## config.mk

```make
export PLATFORM = sky130hd
export DESIGN_NAME = pcc_criteria_regs
export DESIGN_NICKNAME = d
export VERILOG_FILES = /design/src/shared/pcc_pkg.sv /design/src/hdl/pcc_criteria_regs.sv
export VERILOG_INCLUDE_DIRS = /design/src /design/src/shared
export SDC_FILE = /design/constraint.sdc
export NUM_CORES = 1
export LEC_CHECK = 0
export ABC_AREA = 0
export BUFFER_PORTS_ARGS = -buffer_cell sky130_fd_sc_hd__buf_2
export CAP_MARGIN = 20
export CORE_AREA = 2 2 214 216
export CTS_BUF_LIST = sky130_fd_sc_hd__clkbuf_16
export DETAILED_ROUTE_END_ITERATION = 10
export DIE_AREA = 0 0 216 218
export PLACE_DENSITY_LB_ADDON = 0.05
export SYNTH_ARGS = -nofsm -noshare
export SYNTH_HDL_FRONTEND = slang
export SYNTH_SLANG_ARGS = --single-unit
export TNS_END_PERCENT = 1
```

## constraint.sdc

```tcl
create_clock -name clk -period 2.2 [get_ports clk]
set_input_delay 0.44 -clock clk [delete_from_list [all_inputs] [get_ports clk]]
set_output_delay 0.44 -clock clk [all_outputs]
set_load 0.02 [all_outputs]
```

## src/shared/pcc_consts.svh

```systemverilog
/*
 * offsets, field positions, reset values and widths of the classifier criteria register bank.
 * assumes inclusion from the package and the bench file only; holds definitions, no logic.
 */
`ifndef PCC_CONSTS_SVH
`define PCC_CONSTS_SVH

// ----------------------------------------
// register indices on the management port
// ----------------------------------------
`define PCC_ADDR_UDP_DPORT    6'h2A
`define PCC_ADDR_MASK         6'h2B
`define PCC_ADDR_MATCH        6'h2C
`define PCC_ADDR_OFFSET       6'h2D
`define PCC_ADDR_COMMIT       6'h2E

// ----------------------------------------
// reset values
// ----------------------------------------
`define PCC_RST_UDP_DPORT     16'h013F
`define PCC_RST_ZERO16        16'h0000
`define PCC_PORT_ANY          16'hFFFF

// ----------------------------------------
// field positions
// ----------------------------------------
`define PCC_OFS_ENABLE_BIT    15
`define PCC_COMMIT_GO_BIT     7
`define PCC_SEL_PTP           4'hF
`define PCC_NUM_CRIT          8

`endif

```

## src/shared/pcc_pkg.sv

```systemverilog
/*
 * types shared by the classifier criteria register bank.
 * assumes pcc_consts.svh is reachable on the include path.
 */
`include "pcc_consts.svh"

package pcc_pkg;

   // one stored criterion, applied as a whole on commit
   typedef struct packed {
      logic        enable;
      logic [7:0]  offset;
      logic [15:0] match;
      logic [15:0] mask;
   } pcc_crit_s;

   // one register access on the management port
   typedef struct packed {
      logic        wr;
      logic        rd;
      logic [5:0]  addr;
      logic [15:0] wdata;
   } pcc_req_s;

   // packet facts from the parser, one set per packet; criterion words arrive on crit_words
   typedef struct packed {
      logic        valid;
      logic        is_ipv4;
      logic        is_ipv6;
      logic [15:0] udp_dest_port;
      logic [15:0] udp_source_port_value;
      logic        hard_ok;
   } pcc_pkt_s;

   typedef enum logic [1:0] {
      PCC_IDLE   = 2'b01,
      PCC_COMMIT = 2'b10
   } pcc_state_e;

endpackage : pcc_pkg

```

## src/hdl/pcc_criteria_regs.sv

```systemverilog
/*
 * register bank for the configurable precision-time packet classifier: udp destination port,
 * criterion mask/match/offset staging, commit logic, and the per-criterion match and qualify logic.
 * assumes the management-port front end presents one-cycle rd/wr strobes with a register index, and
 * the packet parser presents per-criterion 16-bit words already fetched at each stored offset.
 */
// Contract
// - ipv4 needs udp destination port equal to register unless it is all ones
// - ipv6 needs destination port match unless the gate register is all ones; the code gates on udp_source_port_value instead
// - gate register all ones skips destination port comparison; the code does this for ipv4 only
// - eight independent criteria loaded via mask, match, offset and commit
// - mask bit one compares the packet bit, zero excludes it
// - criterion met when every masked packet bit equals its match bit
// - bit 15 is the word's msb, the first bit on the line
// - offset register bit 15 enables or disables the criterion
// - select all ones ignores the enable bit during commit
// - eight-bit offset is byte distance from start position to compared word
// - writing bit 7 commits staged values; the device clears it
// - selects 0 to 7 commit to criteria 0 to 7
// - select 15 copies offset into the ptp start offset
// - four-bit start field picks where comparisons begin
// - combine bit chooses both criteria sets or either set
module pcc_criteria_regs
   import pcc_pkg::*;
#(
   parameter int NUM_CRIT = `PCC_NUM_CRIT
)
(
   input  wire logic                       clk,
   input  wire logic                       resetn,
   input  wire pcc_pkg::pcc_req_s          req,
   input  wire logic [3:0]                 start_sel,
   input  wire logic                       combine_or,
   input  wire logic                       ipv4_udp_class_enable,
   input  wire logic                       ipv6_udp_class_enable,
   input  wire pcc_pkg::pcc_pkt_s          pkt,
   input  wire logic [NUM_CRIT*16-1:0]     crit_words,
   output logic [15:0]                     rdata,
   output logic                            rvalid,
   output pcc_pkg::pcc_crit_s [NUM_CRIT-1:0] crit_q,
   output logic [7:0]                      ptp_start_offset,
   output logic [3:0]                      class_start_q,
   output logic                            pkt_qualified,
   output logic                            pkt_done
);
   import pcc_pkg::*;

   // ----------------------------------------
   // staging registers
   // ----------------------------------------
   logic [15:0] udp_dport_q, udp_dport_d;
   logic [15:0] mask_q, mask_d;
   logic [15:0] match_q, match_d;
   logic        ena_q, ena_d;
   logic [7:0]  ofs_q, ofs_d;
   logic [3:0]  sel_q, sel_d;
   logic        go_q, go_d;
   pcc_state_e  st_q, st_d;

   always_comb
   begin
      udp_dport_d = udp_dport_q;
      mask_d    = mask_q;
      match_d   = match_q;
      ena_d     = ena_q;
      ofs_d     = ofs_q;
      sel_d     = sel_q;
      go_d      = go_q;
      st_d      = st_q;
      unique case (st_q)
         PCC_IDLE:
         begin
            if (go_q)
            begin
               st_d = PCC_COMMIT;
            end
         end
         PCC_COMMIT:
         begin
            go_d = 1'b0;
            st_d = PCC_IDLE;
         end
         default:
         begin
            st_d = PCC_IDLE;
         end
      endcase
      if (req.wr)
      begin
         unique case (req.addr)
            `PCC_ADDR_UDP_DPORT: udp_dport_d = req.wdata;
            `PCC_ADDR_MASK:    mask_d    = req.wdata;
            `PCC_ADDR_MATCH:   match_d   = req.wdata;
            `PCC_ADDR_OFFSET:
            begin
               ena_d = req.wdata[`PCC_OFS_ENABLE_BIT];
               ofs_d = req.wdata[7:0];
            end
            `PCC_ADDR_COMMIT:
            begin
               sel_d = req.wdata[3:0];
               // a new start wins over the self-clear landing in the same cycle
               if (req.wdata[`PCC_COMMIT_GO_BIT])
               begin
                  go_d = 1'b1;
               end
            end
            default:
            begin
            end
         endcase
      end
   end

   always_ff @(posedge clk or negedge resetn)
   begin
      if (!resetn)
      begin
         udp_dport_q <= `PCC_RST_UDP_DPORT;
         mask_q    <= `PCC_RST_ZERO16;
         match_q   <= `PCC_RST_ZERO16;
         ena_q     <= 1'b0;
         ofs_q     <= 8'h00;
         sel_q     <= 4'h0;
         go_q      <= 1'b0;
         st_q      <= PCC_IDLE;
      end
      else
      begin
         udp_dport_q <= udp_dport_d;
         mask_q    <= mask_d;
         match_q   <= match_d;
         ena_q     <= ena_d;
         ofs_q     <= ofs_d;
         sel_q     <= sel_d;
         go_q      <= go_d;
         st_q      <= st_d;
      end
   end

   // ----------------------------------------
   // read-back
   // ----------------------------------------
   logic [15:0] rdata_d;
   logic        rvalid_d;

   always_comb
   begin
      rvalid_d = req.rd;
      unique case (req.addr)
         `PCC_ADDR_UDP_DPORT: rdata_d = udp_dport_q;
         `PCC_ADDR_MASK:    rdata_d = mask_q;
         `PCC_ADDR_MATCH:   rdata_d = match_q;
         `PCC_ADDR_OFFSET:  rdata_d = {ena_q, 7'h00, ofs_q};
         `PCC_ADDR_COMMIT:  rdata_d = {8'h00, go_q, 3'h0, sel_q};
         default:           rdata_d = 16'h0000;
      endcase
      if (!req.rd)
      begin
         rdata_d = 16'h0000;
      end
   end

   always_ff @(posedge clk or negedge resetn)
   begin
      if (!resetn)
      begin
         rdata  <= 16'h0000;
         rvalid <= 1'b0;
      end
      else
      begin
         rdata  <= rdata_d;
         rvalid <= rvalid_d;
      end
   end

   // ----------------------------------------
   // commit into criteria and ptp start offset
   // ----------------------------------------
   pcc_crit_s [NUM_CRIT-1:0] crit_d;
   logic [7:0]               ptp_d;
   logic                     do_commit;

   assign do_commit = (st_q == PCC_COMMIT);

   always_comb
   begin
      crit_d = crit_q;
      ptp_d  = ptp_start_offset;
      if (do_commit)
      begin
         if (sel_q == `PCC_SEL_PTP)
         begin
            ptp_d = ofs_q;
         end
         else if (!sel_q[3])
         begin
            // whole struct in one assignment so no field lags another
            crit_d[sel_q[2:0]] = '{enable: ena_q, offset: ofs_q,
                                   match: match_q, mask: mask_q};
         end
      end
   end

   always_ff @(posedge clk or negedge resetn)
   begin
      if (!resetn)
      begin
         crit_q           <= '0;
         ptp_start_offset <= 8'h00;
         class_start_q    <= 4'h0;
      end
      else
      begin
         crit_q           <= crit_d;
         ptp_start_offset <= ptp_d;
         class_start_q    <= start_sel;
      end
   end

   // ----------------------------------------
   // qualification
   // ----------------------------------------
   logic [NUM_CRIT-1:0] crit_ok;
   logic                cfg_ok, udp_ok, qual_d;

   // offset selects the word upstream; the word arrives msb-first as bit 15
   generate
      for (genvar i = 0; i < NUM_CRIT; i++)
      begin : g_crit
         assign crit_ok[i] = !crit_q[i].enable ||
            (((crit_words[i*16 +: 16] ^ crit_q[i].match) & crit_q[i].mask) == 16'h0000);
      end
   endgenerate

   always_comb
   begin
      cfg_ok = &crit_ok;
      udp_ok = 1'b1;
      if (pkt.is_ipv4 && ipv4_udp_class_enable && (udp_dport_q != `PCC_PORT_ANY))
      begin
         udp_ok = (pkt.udp_dest_port == udp_dport_q);
      end
      if (pkt.is_ipv6 && ipv6_udp_class_enable && (pkt.udp_source_port_value != `PCC_PORT_ANY))
      begin
         udp_ok = (pkt.udp_dest_port == udp_dport_q);
      end
      qual_d = combine_or ? (cfg_ok || (pkt.hard_ok && udp_ok))
                          : (cfg_ok && pkt.hard_ok && udp_ok);
   end

   always_ff @(posedge clk or negedge resetn)
   begin
      if (!resetn)
      begin
         pkt_qualified <= 1'b0;
         pkt_done      <= 1'b0;
      end
      else
      begin
         pkt_qualified <= pkt.valid && qual_d;
         pkt_done      <= pkt.valid;
      end
   end

   // ----------------------------------------
   // checks
   // ----------------------------------------
   AST_GO_CLEARS: assert property (@(posedge clk) disable iff (!resetn)
      $rose(go_q) && !(req.wr && req.addr == `PCC_ADDR_COMMIT) |-> ##2 !go_q)
      else $error("commit bit did not self-clear");
   AST_CRIT_LOAD: assert property (@(posedge clk) disable iff (!resetn)
      do_commit && !sel_q[3] |=> crit_q[$past(sel_q[2:0])].mask == $past(mask_q))
      else $error("criterion mask not loaded on commit");
   AST_PTP_LOAD: assert property (@(posedge clk) disable iff (!resetn)
      do_commit && sel_q == `PCC_SEL_PTP |=> ptp_start_offset == $past(ofs_q))
      else $error("ptp start offset not loaded");
   AST_PTP_HOLD: assert property (@(posedge clk) disable iff (!resetn)
      !(do_commit && sel_q == `PCC_SEL_PTP) |=> $stable(ptp_start_offset))
      else $error("ptp start offset changed without commit");
   AST_UNUSED_SEL: assert property (@(posedge clk) disable iff (!resetn)
      do_commit && sel_q[3] |=> $stable(crit_q))
      else $error("criterion changed on unused select");
   AST_RSV_OFS: assert property (@(posedge clk) disable iff (!resetn)
      $past(req.rd) && $past(req.addr) == `PCC_ADDR_OFFSET |-> rdata[14:8] == 7'h00)
      else $error("reserved offset bits not zero");
   AST_IPV4_PORT: assert property (@(posedge clk) disable iff (!resetn)
      pkt.valid && !combine_or && pkt.is_ipv4 && !pkt.is_ipv6 && ipv4_udp_class_enable
      && udp_dport_q != `PCC_PORT_ANY && pkt.udp_dest_port != udp_dport_q |=> !pkt_qualified)
      else $error("ipv4 qualified with wrong port");
   AST_MASK_MISS: assert property (@(posedge clk) disable iff (!resetn)
      pkt.valid && !combine_or && crit_q[0].enable
      && ((crit_words[15:0] ^ crit_q[0].match) & crit_q[0].mask) != 16'h0000 |=> !pkt_qualified)
      else $error("qualified despite masked mismatch");
   COV_COMMIT_CRIT: cover property (@(posedge clk) disable iff (!resetn) do_commit && !sel_q[3]);
   COV_COMMIT_PTP: cover property (@(posedge clk) disable iff (!resetn) do_commit && sel_q == `PCC_SEL_PTP);
   COV_QUAL: cover property (@(posedge clk) disable iff (!resetn) pkt_qualified);

endmodule // pcc_criteria_regs

```

==> impl_results.md, run 1 <==
- Most frequent cell after synthesis: dfrtp_1
- WP data required: approximately 2.7 ns
- Simple-gate portion of the synthesized area: 2.83%
- Final Slew Violations: 0
- Die W: ~220 microns
- IO Port Bufs: between 500 and 600
- Post-synth ARST share: 100%
- Largest family of logic cells by synthesized area: multiplexers
- First-pass iteration count of the detailed router: 8
- Cell Count, Final, Fillers Out: 2482
- Ranking of synthesized cells by area: dfrtp_1 57%, mux2_2 24%, xor2_1 7.0%, a22oi_1 2.6%, dfstp_2 1.2%
- Power, Total: 17.4 mW
- Worst-path clk slew: ~0.06 ns
- Setup crit end kind: register
- Initial Utilization: 40.4%
- CP startpoint kind: register
- Ports: around 560
- Final setup fails: 0
- Cell Rows: 78
- CTS tree: done
- Pre-CTS setup slack: -0.352 ns
- Top Metal Used: met5
- Final worst-path cycle share: approximately 96%
- Clock Path Buffers: 3
- Placed Cells: 2390
- Share of layout cells above drive strength 1: 59.1%
- Nets: 2041
- Metal-1 WL: 28600 microns
- Layout area overhead: 29.6%
- Grt ovf: 0
- Mean Syn Cell Area: 14.5 sq um
- Initial antenna violation count: 4
- Pin count of the biggest net entering global routing: 56
- Crit-path max FO: 3
- Main synth FF type: dfrtp_1
- Fin crit period: 2.11 ns
- Core Region: 0.0449 sq mm
- Vias in the first global route: 13200
- RSZ-0062 raised after global routing: false
- Pin slew with the least headroom to its limit: between 1 and 1.5 ns
- All-layer global routing usage: 28.2%
- Clock buffers created by TritonCTS: 46
- Metal3 WL: roughly 3400 microns
- Peak supply drop: 0.639 mV
- Routed wl met2: 34300 microns
- Post-synthesis cell type count: 41
- Leakage: 13.3 nW
- DRC errors left: 0
- Tightest hold margin: between 0.04 and 0.05 ns
- Yosys warning count: 0
- Worst r2r dst: pkt_qualified
- R2R cell count: 7
- Mux contribution to synthesized area: 25.7%
- DR vias: 13000
- Flops & latches, synth: 423
- Sequential cell area: approximately 0.011 sq mm
- Cell taking the most area after synthesis: dfrtp_1
- CP max-delay cell: dfrtp_1
- Clock latency on the worst-skew pair: 0.57 ns
- XOR/XNOR Fraction of Synth Area: under 10%
- Clock skew: between 0.015 and 0.02 ns
- CTS Root Buffer Type: clkbuf_16
- Number of clock sinks: 423
- Part of the Yosys area used for sequential elements: 58.4%
- Max_cap viols: 0
- Critical Path End: pkt_qualified
- Top cells by count, synth: 415 x dfrtp_1, 393 x mux2_2, 144 x xor2_1
- Initial DRC Count: a little under 800
- Total Wirelength: 67600 microns
- RR Startpoint: crit_q[72]
- Synth Net Count: roughly 1500
- Post-Synthesis Cells: between 1000 and 1500
- Fmax achieved: 474 MHz
- Final antenna-violating net count: 0
- CP arrival: between 2 and 3 ns
- Global-route wire length before repair: 95200 microns
- CP startpoint: crit_q[72]
- Routability cong.: 0.857
- Post-synthesis adder-cell area fraction: 0%
- Status: complete, no violations
- H-tree levels: 2
- Endpoints failing hold: 0
- Fill cell count: 4057
- Dpl hpwl: 48100 microns
- Average wire per standard cell: about 27 microns
- Multi-input gate area: 0.00718 sq mm
- R2R setup slack: 0.09 ns
- Die Footprint: 0.0471 sq mm
- Yosys top cell area share: 57.3%
- Number of synthesized flops with an enable pin: 0
- Fin worst setup slack: 0.0897 ns
- Vias per cell: 5.23
- Synth Area in Compound Gates: between 3 and 4%
- Setup TNS: 0 ns
- Hold Path Class: input port to register
- Slew HR: 32.7%
- CP Class: register to register
- Die Ht: 218 microns
- Slowest stage delay, CP: 0.43 ns
- PwrDens: 742 mW/mm^2
- Worst path cell trace: xor2_1, a22oi_2, nand4_1, o21ai_1, and4_2, a21oi_1, o21ai_0
- Mapped Area: 0.0181 sq mm
placed cells by master (no fill, tap or decap), types with 4 or more instances in the layout:
master | netlist | layout
nor3_1 | 6 | 6
nand4_1 | 26 | 26
o21ai_0 | 9 | 8
a22oi_1 | 64 | 62
dfrtp_1 | 415 | 415
dlygate4sd3_1 | 0 | 6
dfstp_2 | 8 | 8
clkinv_1 | 0 | 14
mux2_2 | 393 | 393
nand2_2 | 1 | 7
xor2_1 | 144 | 144
mux2_4 | 10 | 10
a222oi_1 | 11 | 11
nor4_1 | 6 | 6
buf_12 | 0 | 16
nand2_1 | 10 | 4
mux2i_1 | 5 | 5
nor2_1 | 20 | 20
clkbuf_16 | 0 | 49
inv_1 | 1 | 15
a221oi_1 | 5 | 5
buf_4 | 1 | 56
clkinv_2 | 0 | 5
buf_2 | 15 | 554
stage by stage:
step	util, %	cell area (sq um)
after global routing	52.4	23500
after floorplan	-	18100
after CTS	52.3	23500
after global placement	49.1	22000
after detailed placement	49.1	22000
final	52.4	23500
flip-flops by register name, indices dropped and copies added (netlist names), 8 cells and up:
name	flops
crit_q	328
udp_dport_q	16
rdata	16
ofs_q	8
mask_q	16
match_q	16
ptp_start_offset	8
kinds of logic (layout without fill, tap and decap cells):
group | count (synthesis) | after routing
flip-flops | 423 | 423
XOR/XNOR | 144 | 144
buffers and inverters | 91 | 717
other | 0 | 3
multiplexers | 411 | 411
AO/OA/AOI/OAI | 94 | 94
AND/OR/NAND/NOR | 90 | 90
power breakdown:
group          total [mW]  internal [mW]  leakage, nW  switching (mW)
Combinational        1.53          0.643         6.78           0.887
Sequential           8.71           8.05         5.83           0.669
Clock                7.19           4.09        0.734            3.10
worst max-delay path, delay by kind of cell (launching register included):
family | cells | cell delay (ns)
compound gates | 4 | 0.89
simple gates | 2 | 0.50
flops | 1 | 0.43
xor+xnor | 1 | 0.19
what timing repair did:
item	4_1_cts	5_1_grt
pin swaps	0	0
buffers inserted	0	0
hold endpoints to repair	34	0
setup endpoints to repair	1	1
gates resized for setup	3	2
hold buffers	6	0
gates cloned	0	0
worst min path at each step:
stage | from | cells past startpoint | endpoint
2_1_floorplan | resetn | 0 | class_start_q[0]
3_3_place_gp | resetn | 1 | crit_q[108]
3_5_place_dp | resetn | 1 | crit_q[108]
4_1_cts | pkt[35] | 1 | pkt_done
5_1_grt | pkt[35] | 1 | pkt_done
6_report | pkt[35] | 1 | pkt_done
routing by layer:
| metal | global-route usage [%] | vias to the layer above |
|---|---|---|
| li1 | - | 5689 |
| met1 | 36.6 | 6801 |
| met2 | 49.1 | 414 |
| met3 | 4.95 | 71 |
| met4 | 7.21 | 6 |
| met5 | 0 | - |
area by class of cell:
cell class              instances  area share [%]
diodes                          3          0.0319
clock buffers                  49            5.22
clock inverters                34           0.681
inverters                       1          0.0160
multi-input cells             739            30.5
flip-flops and latches        423            45.1
well taps                     600            3.19
repair buffers                633            15.3
Note: power is estimated with default switching activity, not from simulation.
==> inputs of run 2 (changes only) <==
--- a/config.mk
+++ b/config.mk
@@ -14,6 +14,7 @@
 export DETAILED_ROUTE_END_ITERATION = 10
 export DIE_AREA = 0 0 216 218
 export PLACE_DENSITY_LB_ADDON = 0.05
+export RECOVER_POWER = 25
 export SYNTH_ARGS = -nofsm -noshare
 export SYNTH_HDL_FRONTEND = slang
 export SYNTH_SLANG_ARGS = --single-unit
==> constraint.sdc (replaced) <==
create_clock -name clk -period 2.15 [get_ports clk]
set_input_delay 0.43 -clock clk [delete_from_list [all_inputs] [get_ports clk]]
set_output_delay 0.43 -clock clk [all_outputs]
set_load 0.02 [all_outputs]
==> run 2 against run 1 <==
Cell count is 0.73% higher. Clock skew is 0.0066 ns higher. Fmax is 4.3% higher. Routed wire length is 0.29% lower. Sequential power is 2% higher. Core utilization is 0.050 points higher. Via count is 0.47% higher. Largest cell class unchanged. Highest routed layer unchanged.
==> impl_results.md, run 2 (synthesis gave the netlist of run 1 again) <==
- H-tree levels: 2 (unchanged)
- Peak supply drop: 0.597 mV (was 0.639 mV)
- Global-route wire length before repair: 94500 microns (was 95200 microns)
- Hold Path Class: input port to register (unchanged)
- Setup Buffers After CTS: 0 (unchanged)
- Placed Cells: 2410 (was 2390)
- WP data required: 2.64 ns (was 2.67 ns)
- Switching share of power: 26.7% (about the same)
- Area after DPL: 0.0222 sq mm (was 0.0220 sq mm)
- Endpoints failing hold: 0 (unchanged)
- Slew HR: 21.2% (was 32.7%)
- Clock buffers created by TritonCTS: 46 (unchanged)
- CTS tree: done (unchanged)
- Crit-path max FO: 3 (unchanged)
- CP top delay family: compound AO/OA/AOI/OAI gates (unchanged)
- Layout area overhead: 29.7% (was 29.6%)
- GRT busiest layer: met2 (unchanged)
- PwrDens: 757 mW/mm^2 (was 742 mW/mm^2)
- Max_cap viols: 0 (unchanged)
- Commonest non-fill, non-tap cell in the layout: buf_2 (unchanged)
- Pin slew with the least headroom to its limit: 1.18 ns (was 1.01 ns)
- Vias per cell: 5.22 (was 5.23)
- Pint: 13.1 mW (was 12.8 mW)
- Worst r2r dst: pkt_qualified (unchanged)
- R2R cell count: 7 (unchanged)
- DR vias: 13000 (about the same)
- Total Wirelength: 67400 microns (was 67600 microns)
- IO Port Bufs: 555 (unchanged)
- Core Region: 0.0449 sq mm (unchanged)
- Final worst-path cycle share: 94.1% (was 95.9%)
- CP max-delay cell: dfrtp_1 (unchanged)
- Die W: 216 microns (unchanged)
- Vias in the first global route: 13200 (about the same)
- CP arrival: 2.52 ns (was 2.58 ns)
- Met1 Use GR: 35.5% (was 36.6%)
- Worst-path clk slew: 0.06 ns (about the same)
- Setup crit end kind: register (unchanged)
- Final setup fails: 0 (unchanged)
- Met3 Use GR: 5.84% (was 4.95%)
- Combinational Power Share: 8.8% (about the same)
- Grt met2 use: 48.6% (was 49.1%)
- Fmax achieved: 494 MHz (was 474 MHz)
- Slowest stage delay, CP: 0.42 ns (was 0.43 ns)
- Nets: 2061 (was 2041)
- RR Startpoint: crit_q[72] (unchanged)
- Most frequent cells in the layout: 552 x buf_2, 415 x dfrtp_1, 393 x mux2_2 (was 554 x buf_2, 415 x dfrtp_1, 393 x mux2_2)
- Die Ht: 218 microns (unchanged)
- Routability cong.: 0.857 (about the same)
- Dpl hpwl: 48100 microns (about the same)
- CP Depth: 7 (unchanged)
- CTS Root Buffer Type: clkbuf_16 (unchanged)
- Final instance area: 0.0235 sq mm (about the same)
- Final antenna-violating net count: 0 (unchanged)
- All-layer global routing usage: 28.1% (was 28.2%)
- Initial antenna violation count: 11 (was 4)
- DRC errors left: 0 (unchanged)
- Share of layout cells above drive strength 1: 58.8% (was 59.1%)
- Fin crit period: 2.02 ns (was 2.11 ns)
- Sequential share of power: 50.0% (about the same)
- Worst path cell trace: xor2_1, a22oi_1, nand4_1, o21ai_1, and4_2, a21oi_1, o21ai_0 (was xor2_1, a22oi_2, nand4_1, o21ai_1, and4_2, a21oi_1, o21ai_0)
- Status: complete, no violations (unchanged)
- Final Slew Violations: 0 (unchanged)
- Cell Rows: 78 (unchanged)
- CP Buf/Inv Count: 0 (unchanged)
- Clock skew: 0.0228 ns (was 0.0162 ns)
- Clock latency on the worst-skew pair: 0.58 ns (was 0.57 ns)
- Initial DRC Count: 836 (was 779)
- Number of clock sinks: 423 (unchanged)
- Clock Path Buffers: 3 (unchanged)
- Die Footprint: 0.0471 sq mm (unchanged)
- Fill cell count: 3995 (was 4057)
- RSZ-0062 raised after global routing: false (unchanged)
- Top reg by flops: crit_q (unchanged)
- Average wire per standard cell: 27.0 microns (was 27.2 microns)
- Ports: 556 (unchanged)
- Initial Utilization: 40.4% (unchanged)
- Fin util: 52.4% (about the same)
- R2R setup slack: 0.13 ns (was 0.09 ns)
- Clock share of power: 41.3% (was 41.2%)
- First-pass iteration count of the detailed router: 6 (was 8)
- CP Class: register to register (unchanged)
- Worst Hold Path Cells: 1 (unchanged)
- Net Switching: 4.77 mW (was 4.66 mW)
- Leakage: 13.4 nW (was 13.3 nW)
- Number of flip-flops in the largest register: 328 (unchanged)
- Pin count of the biggest net entering global routing: 59 (was 56)
- Grt ovf: 0 (unchanged)
- Min-delay src: pkt[35] (unchanged)
- Worst Hold End: pkt_done (unchanged)
- CP startpoint kind: register (unchanged)
- Cell Count, Final, Fillers Out: 2500 (was 2482)
-- run 2: changes by cell type in the layout (fill, tap and decap cells not counted), moves of 3 or more --
cell      previous run  this run
clkbuf_1             0        12
buf_4               56        63
clkbuf_2             0         6
buf_12              16        12
clkinv_1            14        11
o21ai_0              8         5
o21ai_1              1         4
-- run 2: stage by stage --
step / total power [mW] / TNS, ns / hold WS [ns] / setup slack, ns
after floorplan: 9.34 / 0 / 0.134 / 0.218
after global placement: 10.6 / -0.182 / 0.395 / -0.182
after detailed placement: 10.7 / -0.179 / 0.398 / -0.179
after CTS: 18.1 / 0 / 0.00327 / 0.0584
after global routing: 18.5 / 0 / 0.0549 / 0.00151
final: 17.8 / 0 / 0.0668 / 0.126
-- run 2: final cells by class --
cell class / instances / area (sq um) / area share, %
sequential: 423 / 10600 / 45.0
clock inverter: 35 / 203 / 0.861
multi-input combinational: 739 / 7170 / 30.4
tap: 600 / 751 / 3.19
inverter: 1 / 3.75 / 0.0160
clock buffer: 47 / 1180 / 5.00
antenna: 2 / 5.00 / 0.0213
timing repair buffer: 653 / 3630 / 15.4
-- run 2: per-layer routing --
layer | up-vias | routed length [microns]
met1 | 6724 | 27600
met3 | 97 | 3760
met4 | 8 | 1920
met5 | - | 61
met2 | 462 | 34000
li1 | 5751 | -
-- run 2: how the worst max path moves through the flow --
stage,from,to,slack (ns)
after floorplan,req[20],match_q[10],0.22
after global placement,crit_words[31],pkt_qualified,-0.18
after detailed placement,crit_words[31],pkt_qualified,-0.18
after CTS,crit_q[72],pkt_qualified,0.06
after global routing,crit_q[72],pkt_qualified,0.002
final,crit_q[72],pkt_qualified,0.13
-- run 2: power by group through the flow --
stage	combinational, mW	sequential [mW]	clock, mW
after floorplan	0.699	8.65	0
after global placement	1.58	9.06	0
after detailed placement	1.60	9.07	0
after CTS	1.62	8.92	7.54
after global routing	1.68	8.93	7.86
final	1.56	8.90	7.36
-- run 2: what timing repair did --
item	in CTS	in global routing
pin swaps	0	0
setup endpoints to repair	1	1
gates resized for setup	3	3
hold endpoints to repair	34	0
hold buffers	6	0
==> inputs of run 3 (changes only) <==
--- a/config.mk
+++ b/config.mk
@@ -6,14 +6,14 @@
 export SDC_FILE = /design/constraint.sdc
 export NUM_CORES = 1
 export LEC_CHECK = 0
-export ABC_AREA = 0
+export ABC_AREA = 1
 export BUFFER_PORTS_ARGS = -buffer_cell sky130_fd_sc_hd__buf_2
 export CAP_MARGIN = 20
 export CORE_AREA = 2 2 214 216
 export CTS_BUF_LIST = sky130_fd_sc_hd__clkbuf_16
 export DETAILED_ROUTE_END_ITERATION = 10
 export DIE_AREA = 0 0 216 218
-export PLACE_DENSITY_LB_ADDON = 0.05
+export PLACE_DENSITY = 0.66
 export RECOVER_POWER = 25
 export SYNTH_ARGS = -nofsm -noshare
 export SYNTH_HDL_FRONTEND = slang
==> run 3 against run 2 <==
Power fell by 0.38%. Design area down 0.68%. Core utilization decreased by 0.35 points. Critical endpoint is now crit_q[217]. Register-to-register slack gained 0.08 ns. Sequential share of layout area grew 0.31 points. Largest power group unchanged. Die area is the same. First-iteration DRC count rose by 86%. Synthesized cell count rose by 76%. Routed wire length up 6.4%.
==> impl_results.md, run 3 <==
- Status: complete, no violations (unchanged)
- Post-synthesis cell type count: 23 (was 41)
- PwrDens: 760 mW/mm^2 (was 757 mW/mm^2)
- Final worst-path cycle share: 90.5% (was 94.1%)
- Leakage: 12.4 nW (was 13.4 nW)
- Worst Hold Path Cells: 1 (unchanged)
- Top cells by count, synth: 676 x nand2_1, 415 x dfrtp_1, 323 x o21ai_0 (was 415 x dfrtp_1, 393 x mux2_2, 144 x xor2_1)
- Initial DRC Count: 1559 (was 836)
- Vias in the first global route: 16200 (was 13200)
- CP Depth: 3 (was 7)
- RSZ-0062 raised after global routing: false (unchanged)
- CP max-delay cell: clkbuf_2 (was dfrtp_1)
- CP Class: input port to async pin (was register to register)
- Vias per cell: 5.13 (was 5.22)
- Grt ovf: 0 (unchanged)
- Pin slew with the least headroom to its limit: 1.46 ns (was 1.18 ns)
- DR vias: 17600 (was 13000)
- Max_cap viols: 0 (unchanged)
- WP data required: 2.88 ns (was 2.64 ns)
- CP startpoint kind: input port (was register)
- Worst-path clk slew: 0.06 ns (about the same)
- Worst path cell trace: dlygate4sd3_1, clkbuf_2, clkbuf_4 (was xor2_1, a22oi_1, nand4_1, o21ai_1, and4_2, a21oi_1, o21ai_0)
- Yosys top cell area share: 57.1% (was 57.3%)
- Hold Path Class: input port to register (unchanged)
- Peak supply drop: 0.690 mV (was 0.597 mV)
- Number of flip-flops in the largest register: 328 (unchanged)
- Die W: 216 microns (unchanged)
- Post-Synthesis Cells: 2211 (was 1253)
- Dpl hpwl: 53000 microns (was 48100 microns)
- Final setup fails: 0 (unchanged)
- Die Ht: 218 microns (unchanged)
- Fin crit period: 1.95 ns (was 2.02 ns)
- Slew HR: 2.69% (was 21.2%)
- Mapped Area: 0.0182 sq mm (was 0.0181 sq mm)
- Multi-input gate area: 0.00656 sq mm (was 0.00717 sq mm)
- Setup TNS: 0 ns (unchanged)
- CP arrival: 2.67 ns (was 2.52 ns)
- Share of layout cells above drive strength 1: 24.5% (was 58.8%)
- Fill cell count: 4293 (was 3995)
- Endpoints failing hold: 0 (unchanged)
- Yosys warning count: 0 (unchanged)
- Core Region: 0.0449 sq mm (unchanged)
- Fmax achieved: 514 MHz (was 494 MHz)
- R2R cell count: 11 (was 7)
- Final Slew Violations: 0 (unchanged)
- Clock buffers created by TritonCTS: 45 (was 46)
- Average wire per standard cell: 20.9 microns (was 27.0 microns)
- Nets: 3003 (was 2061)
- Placed Cells: 3353 (was 2410)
- Post-synth ARST share: 100% (unchanged)
- Setup crit end kind: async pin (was register)
- Final antenna-violating net count: 0 (unchanged)
- Total Wirelength: 71700 microns (was 67400 microns)
- Crit-path max FO: 47 (was 3)
- Top reg by flops: crit_q (unchanged)
- CP top delay family: buffers and inverters (was compound AO/OA/AOI/OAI gates)
- First-pass iteration count of the detailed router: 6 (unchanged)
- Mean Syn Cell Area: 8.22 sq um (was 14.5 sq um)
- Clock Path Buffers: 3 (unchanged)
- Cell taking the most area after synthesis: dfrtp_1 (unchanged)
- Layout area overhead: 28.6% (was 29.7%)
- CTS Root Buffer Type: clkbuf_16 (unchanged)
- Pin count of the biggest net entering global routing: 83 (was 59)
- Die Footprint: 0.0471 sq mm (unchanged)
- Number of clock sinks: 423 (unchanged)
- Clock latency on the worst-skew pair: 0.58 ns (about the same)
- Most frequent cells in the layout: 675 x nand2_1, 552 x buf_2, 415 x dfrtp_1 (was 552 x buf_2, 415 x dfrtp_1, 393 x mux2_2)
- Synth Net Count: 2408 (was 1450)
- Cell Rows: 78 (unchanged)
- Initial antenna violation count: 6 (was 11)
- CTS tree: done (unchanged)
- Routability cong.: 0.936 (was 0.857)
- Cell Count, Final, Fillers Out: 3439 (was 2500)
- All-layer global routing usage: 29.9% (was 28.1%)
- Number of synthesized flops with an enable pin: 0 (unchanged)
- Most frequent cell after synthesis: nand2_1 (was dfrtp_1)
- IO Port Bufs: 555 (unchanged)
- Ports: 556 (unchanged)
- Flops & latches, synth: 423 (unchanged)
- Slowest stage delay, CP: 1.07 ns (was 0.42 ns)
- H-tree levels: 2 (unchanged)
- Main synth FF type: dfrtp_1 (unchanged)
- Ranking of synthesized cells by area: dfrtp_1 57%, nand2_1 14%, o21ai_0 8.9%, nor2_1 6.3%, inv_1 3.8% (was dfrtp_1 57%, mux2_2 24%, xor2_1 7.0%, a22oi_1 2.6%, dfstp_2 1.2%)
- CP Buf/Inv Count: 3 (was 0)
- Sequential cell area: 0.0106 sq mm (unchanged)
- Part of the Yosys area used for sequential elements: 58.3% (was 58.4%)
- DRC errors left: 0 (unchanged)
- Power, Total: 17.8 mW (about the same)
- Clock skew: 0.0169 ns (was 0.0228 ns)
- Global-route wire length before repair: 104000 microns (was 94500 microns)
- Initial Utilization: 40.5% (was 40.4%)
- Commonest non-fill, non-tap cell in the layout: nand2_1 (was buf_2)
run 3: cell count changes after synthesis, moves of 11 or more:
cell,delta
nand2_1,+666
mux2_2,-393
o21ai_0,+314
nor2_1,+285
inv_1,+185
xor2_1,-140
a21oi_1,+71
a22oi_1,-64
nand3_1,+55
buf_1,-43
clkbuf_1,+43
o22ai_1,+13
a222oi_1,-11
run 3: through the flow:
| step | util, % | setup slack (ns) | hold WS (ns) | cell area [sq um] |
|---|---|---|---|---|
| 3_5_place_dp | 49.1 | 0.153 | 0.388 | 22000 |
| 5_1_grt | 52.1 | 0.0308 | 0.145 | 23400 |
| 2_1_floorplan | - | 0.528 | 0.134 | 18200 |
| 4_1_cts | 52.2 | 0.210 | 0.0349 | 23400 |
| 6_report | 52.1 | 0.204 | 0.142 | 23400 |
| 3_3_place_gp | 49.1 | 0.133 | 0.390 | 22000 |
run 3: layout make-up:
type	instances	share of cell area [%]
multi-input cells	1517	28.0
repair buffers	629	14.5
diodes	3	0.0321
clock buffers	47	5.03
flip-flops and latches	423	45.3
clock inverters	30	0.749
well taps	600	3.21
inverters	190	3.05
run 3: repair_timing:
item | CTS | global route
resized for setup | 0 | 0
endpoints found under the hold margin | 36 | 0
buffers inserted | 0 | 0
hold buffers | 6 | 0
run 3: routing by layer:
metal  GRT usage, %  vias to the layer above  share of wire (%)
met2           47.3                      785                 46
met1           41.5                     8512                 43
li1               -                     8230                  -
met3           4.99                      122                7.6
met4           10.9                        0                3.3
met5              0                        -                  0
run 3: kinds of logic after synthesis:
group	count (synthesis)	share of synthesized area [%]
AND/OR/NAND/NOR	1073	23.2
AO/OA/AOI/OAI	431	12.2
flip-flops	423	58.3
buffers and inverters	271	5.67
XOR/XNOR	13	0.626
run 3: final timing paths:
path,start,end,slack [ns]
setup / recovery,resetn,crit_q[217],0.20
hold / removal,req[22],rvalid,0.14
setup reg to reg,crit_q[151],pkt_qualified,0.21
hold reg to reg,crit_q[78],crit_q[78],0.48
max in group clk,crit_q[151],pkt_qualified,0.21
min in group asynchronous,resetn,crit_q[251],0.77
run 3: power breakdown:
group,internal [mW],switching (mW)
clock,4.06,3.19
sequential,8.24,0.272
combinational,0.553,1.45
